File: src/hw/ces_defines.vh
`ifndef CES_DEFINES_VH
`define CES_DEFINES_VH

// ==========================================================================
// Snoop result encodings on the {hit, hitModified} pair, active high here.
`define CES_SNOOP_NONE     2'h0
`define CES_SNOOP_HIT_MOD  2'h1
`define CES_SNOOP_HIT      2'h2
`define CES_SNOOP_STALL    2'h3

// ==========================================================================
// Reset values.
`define CES_RST_LOW        1'h0

`endif

File: src/hw/ces_error_snoop.v
`timescale 1ns/1ps
`default_nettype none
`include "ces_defines.vh"

module ces_error_snoop (
    // Clock and reset
    input  wire clk_sys,
    input  wire nrst,
    // Clock-stop request pin, active low
    input  wire clockStopRequest_n,
    // Core event inputs, same clock domain
    input  wire fpErrorUnmasked,
    input  wire breakEventPending,
    input  wire internalErrorDetect,
    // Core snoop interface, same clock domain
    input  wire snoopValid,
    input  wire snoopHitLine,
    input  wire snoopHitModLine,
    input  wire snoopNeedStall,
    output wire snoopStallSeen,
    output wire snoopResultValid,
    output wire snoopResultHit,
    output wire snoopResultHitMod,
    // Shutdown transaction request towards the bus unit
    output reg  shutdownReq_r,
    // Combined error / break pin, active low
    output reg  fp_error_break_event_out_n,
    // Internal error pin, active low
    output reg  internal_error_out_n,
    // Snoop hit pin, open drain, active low
    input  wire snoopHit_n_in,
    output reg  snoopHit_n_out,
    output reg  snoopHit_oe_n,
    // Snoop hit-modified pin, open drain, active low
    input  wire snoop_hit_modified_n_in,
    output reg  snoop_hit_modified_n_out,
    output reg  snoop_hit_modified_oe_n
);

    // ======================================================================
    // Pin synchronisers.
    // Three pins arrive from outside the clock domain: the clock-stop
    // request and the two shared snoop wires. Each passes two flip-flops,
    // and only the second stage is read, so a metastable first stage
    // never fans out into the decode logic.
    localparam SYNC_BITS = 3;

    wire [SYNC_BITS-1:0] pinRaw;
    wire [SYNC_BITS-1:0] pinSafe;

    assign pinRaw = {clockStopRequest_n, snoopHit_n_in, snoop_hit_modified_n_in};

    genvar gi;
    generate
        for (gi = 0; gi < SYNC_BITS; gi = gi + 1) begin : g_sync
            reg stage1_r;
            reg stage2_r;

            // Every pin idles high, so both stages reset high; a low reset
            // value would fake a stall or a clock-stop just after reset.
            always @(posedge clk_sys) begin
                if (!nrst) begin
                    stage1_r <= 1'h1;
                    stage2_r <= 1'h1;
                end else begin
                    stage1_r <= pinRaw[gi];
                    stage2_r <= stage1_r;
                end
            end

            assign pinSafe[gi] = stage2_r;
        end
    endgenerate

    // Active-high views of the synchronised pins.
    wire       clockStopActive;
    wire [1:0] busSnoop;

    assign clockStopActive = ~pinSafe[2];
    assign busSnoop        = {~pinSafe[1], ~pinSafe[0]};

    // ======================================================================
    // Combined floating-point error / break event output.
    // The meaning switches three cycles after the clock-stop pin moves,
    // because the pin is synchronised and the output is registered; the system
    // must allow for that lag before reading the pin in its new meaning.
    reg  fpBreak_nxt;

    always @* begin
        if (clockStopActive) begin
            fpBreak_nxt = breakEventPending;
        end else begin
            fpBreak_nxt = fpErrorUnmasked;
        end
    end

    always @(posedge clk_sys) begin
        if (!nrst) begin
            fp_error_break_event_out_n <= 1'h1;
        end else begin
            fp_error_break_event_out_n <= ~fpBreak_nxt;
        end
    end

    // ======================================================================
    // Internal error.
    // The flag is sticky: only reset clears it, so a later detect has
    // nothing to add. The pin follows the detect one cycle later, even on
    // the first detect, by folding the live detect into the pin's value.
    reg  errSticky_r;

    always @(posedge clk_sys) begin
        if (!nrst) begin
            errSticky_r <= `CES_RST_LOW;
        end else if (internalErrorDetect) begin
            errSticky_r <= 1'h1;
        end
    end

    always @(posedge clk_sys) begin
        if (!nrst) begin
            internal_error_out_n <= 1'h1;
        end else begin
            internal_error_out_n <= ~(errSticky_r | internalErrorDetect);
        end
    end

    // One request until the next reset: the bus unit would otherwise issue
    // a shutdown for every cycle the core keeps the detect high.
    always @(posedge clk_sys) begin
        if (!nrst) begin
            shutdownReq_r <= `CES_RST_LOW;
        end else begin
            shutdownReq_r <= internalErrorDetect & ~errSticky_r;
        end
    end

    // ======================================================================
    // Snoop result drive. A stall is driven as both pins low; holding the
    // stall request reasserts both pins each snoop window, extending it.
    // Hit-modified wins over a plain hit and is shown on its own pin only.
    reg  [1:0] drive_nxt;

    always @* begin
        drive_nxt = `CES_SNOOP_NONE;
        if (snoopValid) begin
            if (snoopNeedStall) begin
                drive_nxt = `CES_SNOOP_STALL;
            end else begin
                drive_nxt = {snoopHitLine & ~snoopHitModLine, snoopHitModLine};
            end
        end
    end

    // The pins are open drain: the data level is low out of reset and only the
    // enable decides, so a released pin falls back to its pull-up.
    always @(posedge clk_sys) begin
        if (!nrst) begin
            snoopHit_n_out           <= 1'h1;
            snoop_hit_modified_n_out <= 1'h1;
        end else begin
            snoopHit_n_out           <= 1'h0;
            snoop_hit_modified_n_out <= 1'h0;
        end
    end

    always @(posedge clk_sys) begin
        if (!nrst) begin
            snoopHit_oe_n           <= 1'h1;
            snoop_hit_modified_oe_n <= 1'h1;
        end else begin
            snoopHit_oe_n           <= ~drive_nxt[1];
            snoop_hit_modified_oe_n <= ~drive_nxt[0];
        end
    end

    // ======================================================================
    // Snoop result seen on the shared wires.
    // Any agent, including this one, showing both pins low is a stall, and
    // a stall hides the hit bits so the core never mistakes it for a result.
    assign snoopStallSeen    = (busSnoop == `CES_SNOOP_STALL);
    assign snoopResultValid  = (busSnoop != `CES_SNOOP_STALL);
    assign snoopResultHit    = busSnoop[1] & ~snoopStallSeen;
    assign snoopResultHitMod = busSnoop[0] & ~snoopStallSeen;

endmodule // ces_error_snoop
`default_nettype wire

File: config.mk
export PLATFORM = sky130hd
export DESIGN_NAME = ces_error_snoop
export DESIGN_NICKNAME = d
export VERILOG_FILES = /design/src/hw/ces_error_snoop.v
export VERILOG_INCLUDE_DIRS = /design/src /design/src/hw
export SDC_FILE = /design/constraint.sdc
export NUM_CORES = 1
export LEC_CHECK = 0
export BUFFER_PORTS_ARGS = -buffer_cell sky130_fd_sc_hd__buf_2
export CAP_MARGIN = 20
export CORE_AREA = 3 3 40 42
export CTS_CLUSTER_DIAMETER = 40
export DETAILED_ROUTE_END_ITERATION = 8
export DIE_AREA = 0 0 43 45
export HOLD_SLACK_MARGIN = 0.02
export SKIP_CTS_REPAIR_TIMING = 1
export SYNTH_ARGS = -nofsm -noshare
export SYNTH_HDL_FRONTEND = slang
export SYNTH_SLANG_ARGS = --single-unit
File: constraint.sdc
create_clock -name clk_sys -period 1 [get_ports clk_sys]
set_input_delay 0.05 -clock clk_sys [delete_from_list [all_inputs] [get_ports clk_sys]]
set_output_delay 0.05 -clock clk_sys [all_outputs]
set_load 0.01 [all_outputs]
==> results of run 1 <==
==> synth_stat cells <==
cell type / count / area [um2]
dfxtp_1: 13 / 260
nand2b_1: 5 / 31.3
inv_1: 3 / 11.3
nor2b_1: 3 / 18.8
buf_4: 2 / 15.0
nand2_1: 2 / 7.51
o211ai_1: 2 / 15.0
mux2_4: 1 / 15.0
nor2_1: 1 / 3.75
o21ai_2: 1 / 8.76
or2_1: 1 / 6.26
or2b_1: 1 / 7.51
==> per-layer routing <==
layer  wire length [um]  up-vias  share of wire
met5                  0        -              0
met4                 12        0          0.017
met3                 73        2           0.11
met2                306       18           0.44
met1                300      141           0.43
li1                   -      167              -
==> cell families after synthesis <==
kind of cell    share of synthesized area
compound gates                     0.0594
buf+inv                            0.0656
flops                               0.650
mux                                0.0375
simple gates                        0.188
==> layout make-up <==
cell class,instances,area [um2],share of cell area
sequential,13,263,0.429
multi-input combinational,17,114,0.186
clock buffer,4,26.3,0.0429
tap,15,18.8,0.0306
inverter,3,11.3,0.0184
timing repair buffer,29,180,0.294
==> final timing paths <==
path	to	slack, ps	cells after the start
max	snoopStallSeen	-30	3
min reg2reg	g_sync[1].stage2_r	410	1
max reg2reg	fp_error_break_event_out_n	270	2
min	snoop_hit_modified_n_out	50	2
==> sequential cells by signal, summed over array words and instances (netlist names) <==
signal                      flops
g_sync.stage1_r                 3
g_sync.stage2_r                 3
errSticky_r                     1
fp_error_break_event_out_n      1
internal_error_out_n            1
shutdownReq_r                   1
snoopHit_oe_n                   1
snoop_hit_modified_n_out        1
snoop_hit_modified_oe_n         1
==> critical path, delay by kind of cell (launching register included) <==
| family | cells | cell delay, ps |
|---|---|---|
| flip-flops | 1 | 320 |
| AND/OR/NAND/NOR | 1 | 230 |
| buffers and inverters | 2 | 160 |
==> per-stage QoR <==
stage          setup TNS (ps)  power [mW]  setup WS (ps)  instances  hold slack, ps
6_report                -31.5       0.973          -27.1         81            48.2
5_1_grt                  -118        1.02          -68.5         81            73.8
4_1_cts                 -49.8       0.966          -36.4         74           -54.0
3_5_place_dp                0       0.651            264         70             233
3_3_place_gp                0       0.649            275         70             233
2_1_floorplan               0       0.611            287         35             123
==> power groups by stage <==
stage,clock [mW],combinational (mW),sequential [mW]
floorplan,0,0.0378,0.573
global placement,0,0.0846,0.565
detailed placement,0,0.0853,0.566
CTS,0.327,0.0853,0.554
global route,0.350,0.117,0.557
finish,0.313,0.105,0.554
==> impl_metrics.env, run 1 <==
export IMPL_worstPathMaxFanout=3
export IMPL_worst_endpoint_arrival_ps=980
export IMPL_overflow=0
export IMPL_htree_levels=1
export IMPL_track_usage=0.0704
export IMPL_drive_gt1_frac=0.439
export IMPL_rsz0062_at_grt="true"
export IMPL_period_share=1.03
export IMPL_max_clock_freq_mhz=974
export IMPL_cp_startpoint="g_sync[0].stage2_r"
export IMPL_vias=328
export IMPL_clkSinkCount=13
export IMPL_area_growth_pct=53.1
export IMPL_p_int_uw=764
export IMPL_max_slew_worst_pin_slew_ps=218
export IMPL_firstDrtPassIters=2
export IMPL_hold_path_class="input port to flop"
export IMPL_synth_seq_cells=13
export IMPL_io_buffer_count=22
export IMPL_powerDensity_nw_per_um2=1590
export IMPL_ios=23
export IMPL_clockBufferDepth=2
export IMPL_grt_max_degree=13
export IMPL_layout_setup_ws_ps=-27.1
export IMPL_setup_violations=2
export IMPL_drv_slew=0
export IMPL_fill_cells=130
export IMPL_max_stage_delay_ps=320
export IMPL_skew_ps=3.30
export IMPL_maxCapViolations=0
export IMPL_cp_slowest_cell="dfxtp_2"
export IMPL_sw_frac_of_total=0.215
export IMPL_grt_util_met1=0.0811
export IMPL_path_class="flop to output pin"
export IMPL_syn_area_per_cell_um2=11.4
export IMPL_ys_types=12
export IMPL_wl_per_cell_um=8.54
export IMPL_syn_area_um2=400
export IMPL_die_area_um2=1940
export IMPL_syn_inst=35
export IMPL_syn_num_nets=47
export IMPL_drc_errors=0
export IMPL_hold_viol_final=0
export IMPL_period_needed_ps=1030
export IMPL_nets=79
export IMPL_ys_seq_area_frac=0.650
export IMPL_pwr_share_seq=0.569
export IMPL_r2r_start="g_sync[2].stage2_r"
export IMPL_ant_nets=0
export IMPL_status="complete, but fails checks"
export IMPL_min_delay_start="nrst"
export IMPL_final_common_cell="buf_2"
export IMPL_violations="negative setup slack"
export IMPL_cp_end_kind="output pin"
export IMPL_routed_via_density=4.05
export IMPL_ys_warn_count=0
export IMPL_grt_met2_usage=0.0898
export IMPL_insertion_delay_ps=270
export IMPL_die_w_um=43
export IMPL_path_cells="or2_1, inv_1, buf_2"
export IMPL_gp_congestion=0.634
export IMPL_grt_pass1_wl_um=945
export IMPL_fp_row_count=13
export IMPL_fin_util=0.477
export IMPL_die_height_um=45
export IMPL_placed_cell_area_um2=514
export IMPL_design_area_um2=613
export IMPL_cts_made_buffers=3
export IMPL_wl_um=692
export IMPL_clkTransAtPathRegs_ps=80
export IMPL_p_clk_frac=0.322
export IMPL_p_comb_frac=0.108
export IMPL_diodes=0
export IMPL_start_util=0.312
export IMPL_worstPathRequired_ps=950
export IMPL_cts_root_buf="clkbuf_4"
export IMPL_critPathLaunchType="flop"
export IMPL_leakage_nw=0.301
export IMPL_grt_pass1_vias=243
export IMPL_p_sw_uw=209
export IMPL_drt_iter0_drc=2
export IMPL_irDropWorstVdd_mv=0.722
export IMPL_grt_antenna_before_repair=0
export IMPL_slew_headroom=0.855
export IMPL_busiest_layer="met4"
export IMPL_final_cell_mix="buf_2 (22), dfxtp_1 (11), dlygate4sd3_1 (7)"
export IMPL_core_um2=1280
export IMPL_cts_tree="yes"
export IMPL_grt_util_met3=0.0239
(Power assumes the default switching activity.)
==> run 2: changes to the inputs <==
Settings changed: CORE_AREA 3 3 40 42 to 5 5 42 44, DIE_AREA 0 0 43 45 to 0 0 47 49.
==> impl_metrics.env, run 2 (synthesized netlist as in run 1, its figures left out) <==
export IMPL_layout_setup_ws_ps=-36.9
export IMPL_nets=79
export IMPL_hold_path_class="input port to flop"
export IMPL_worst_endpoint_arrival_ps=990
export IMPL_reg_largest_list="g_sync.stage1_r (3), g_sync.stage2_r (3)"
export IMPL_fin_util=0.438
export IMPL_routed_via_density=4.02
export IMPL_setup_violations=2
export IMPL_drc_errors=0
export IMPL_layout_cells_non_filler=82
export IMPL_worstPathMaxFanout=3
export IMPL_hold_viol_final=0
export IMPL_insertion_delay_ps=270
export IMPL_maxCapViolations=0
export IMPL_cp_end_kind="output pin"
export IMPL_path_class="flop to output pin"
export IMPL_die_area_um2=2300
export IMPL_grt_util_met3=0.0554
export IMPL_clkTransAtPathRegs_ps=70
export IMPL_clkSinkCount=13
export IMPL_cts_root_buf="clkbuf_4"
export IMPL_hpwl_um=486
export IMPL_cts_made_buffers=3
export IMPL_vias=330
export IMPL_worstPathRequired_ps=950
export IMPL_htree_levels=1
export IMPL_final_common_cell="buf_2"
export IMPL_design_area_um2=613
export IMPL_violations="negative setup slack"
export IMPL_drive_gt1_frac=0.424
export IMPL_powerDensity_nw_per_um2=1580
export IMPL_irDropWorstVdd_mv=0.818
export IMPL_die_height_um=49
export IMPL_busiest_layer="met2"
export IMPL_overflow=0
export IMPL_wl_per_cell_um=8.79
export IMPL_grt_pass1_vias=248
export IMPL_grt_antenna_before_repair=0
export IMPL_ant_nets=0
export IMPL_ios=23
export IMPL_reg2reg_slack_ps=270
export IMPL_placed_cell_area_um2=515
export IMPL_wl_um=721
export IMPL_rsz0062_at_grt="true"
export IMPL_skew_ps=0.111
export IMPL_cts_tree="yes"
export IMPL_diodes=0
export IMPL_core_um2=1400
export IMPL_area_growth_pct=53.1
export IMPL_fp_row_count=14
export IMPL_final_cell_mix="buf_2 (22), dfxtp_1 (12), dlygate4sd3_1 (7)"
export IMPL_status="complete, but fails checks"
export IMPL_clockBufferDepth=2
export IMPL_grt_met2_usage=0.0905
export IMPL_place_ws_ps=260
export IMPL_drt_iter0_drc=1
export IMPL_track_usage=0.0630
export IMPL_dp_cells=71
export IMPL_period_share=1.04
export IMPL_slew_headroom=0.864
export IMPL_grt_util_met1=0.0558
export IMPL_grt_pass1_wl_um=952
export IMPL_grt_max_degree=13
export IMPL_leakage_nw=0.301
export IMPL_max_slew_worst_pin_slew_ps=203
export IMPL_drv_slew=0
export IMPL_io_buffer_count=22
export IMPL_start_util=0.286
export IMPL_firstDrtPassIters=3
export IMPL_fill_cells=144
export IMPL_period_needed_ps=1040
export IMPL_die_w_um=47
export IMPL_gp_congestion=0.558
export IMPL_max_clock_freq_mhz=964
export IMPL_critPathLaunchType="flop"
==> run 2: cell types whose count changed in the layout (fill, tap and decap cells not counted) <==
cell     delta
dfxtp_1     +1
dfxtp_2     -1
==> run 2: through the flow <==
| step | setup TNS, ps | hold WS, ps | power [mW] |
|---|---|---|---|
| after global routing | -160 | 40.2 | 1.05 |
| after CTS | -69.5 | -56.9 | 0.974 |
| after global placement | 0 | 231 | 0.650 |
| after floorplan | 0 | 123 | 0.611 |
| after detailed placement | 0 | 232 | 0.652 |
| final | -44.2 | 44.3 | 0.968 |
==> run 2: area by class of cell <==
| cell class | count | area, um2 | area share |
|---|---|---|---|
| Clock buffer | 4 | 26.3 | 0.0429 |
| Inverter | 3 | 11.3 | 0.0184 |
| Multi-Input combinational cell | 17 | 114 | 0.186 |
| Sequential cell | 13 | 262 | 0.427 |
| Tap cell | 16 | 20.0 | 0.0327 |
| Timing Repair Buffer | 29 | 180 | 0.294 |
==> run 2: final timing paths <==
check / startpoint / end / cells after the start
setup reg to reg: g_sync[2].stage2_r / fp_error_break_event_out_n / 2
hold / removal: nrst / snoop_hit_modified_n_out / 2
setup / recovery: g_sync[1].stage2_r / snoopStallSeen / 3
hold reg to reg: g_sync[0].stage1_r / g_sync[0].stage2_r / 1
==> run 2: worst max-delay path, cell delays in order (launching register included) <==
cell and delay [ps]:
dfxtp_2 320, or2_1 230, inv_1 50, buf_2 120
==> run 2: where the power goes <==
group / total, mW / switching, mW / internal [mW] / leakage (nW)
Combinational: 0.105 / 0.0412 / 0.0637 / 0.178
Clock: 0.310 / 0.155 / 0.154 / 0.0150
Sequential: 0.553 / 0.00802 / 0.545 / 0.108
Total: 0.968 / 0.205 / 0.763 / 0.301
==> run 2: layer usage <==
| layer | part of all wire | vias to the layer above |
|---|---|---|
| met3 | 0.086 | 0 |
| met4 | 0 | 0 |
| met2 | 0.52 | 17 |
| met1 | 0.39 | 145 |
| met5 | 0 | - |
| li1 | - | 168 |
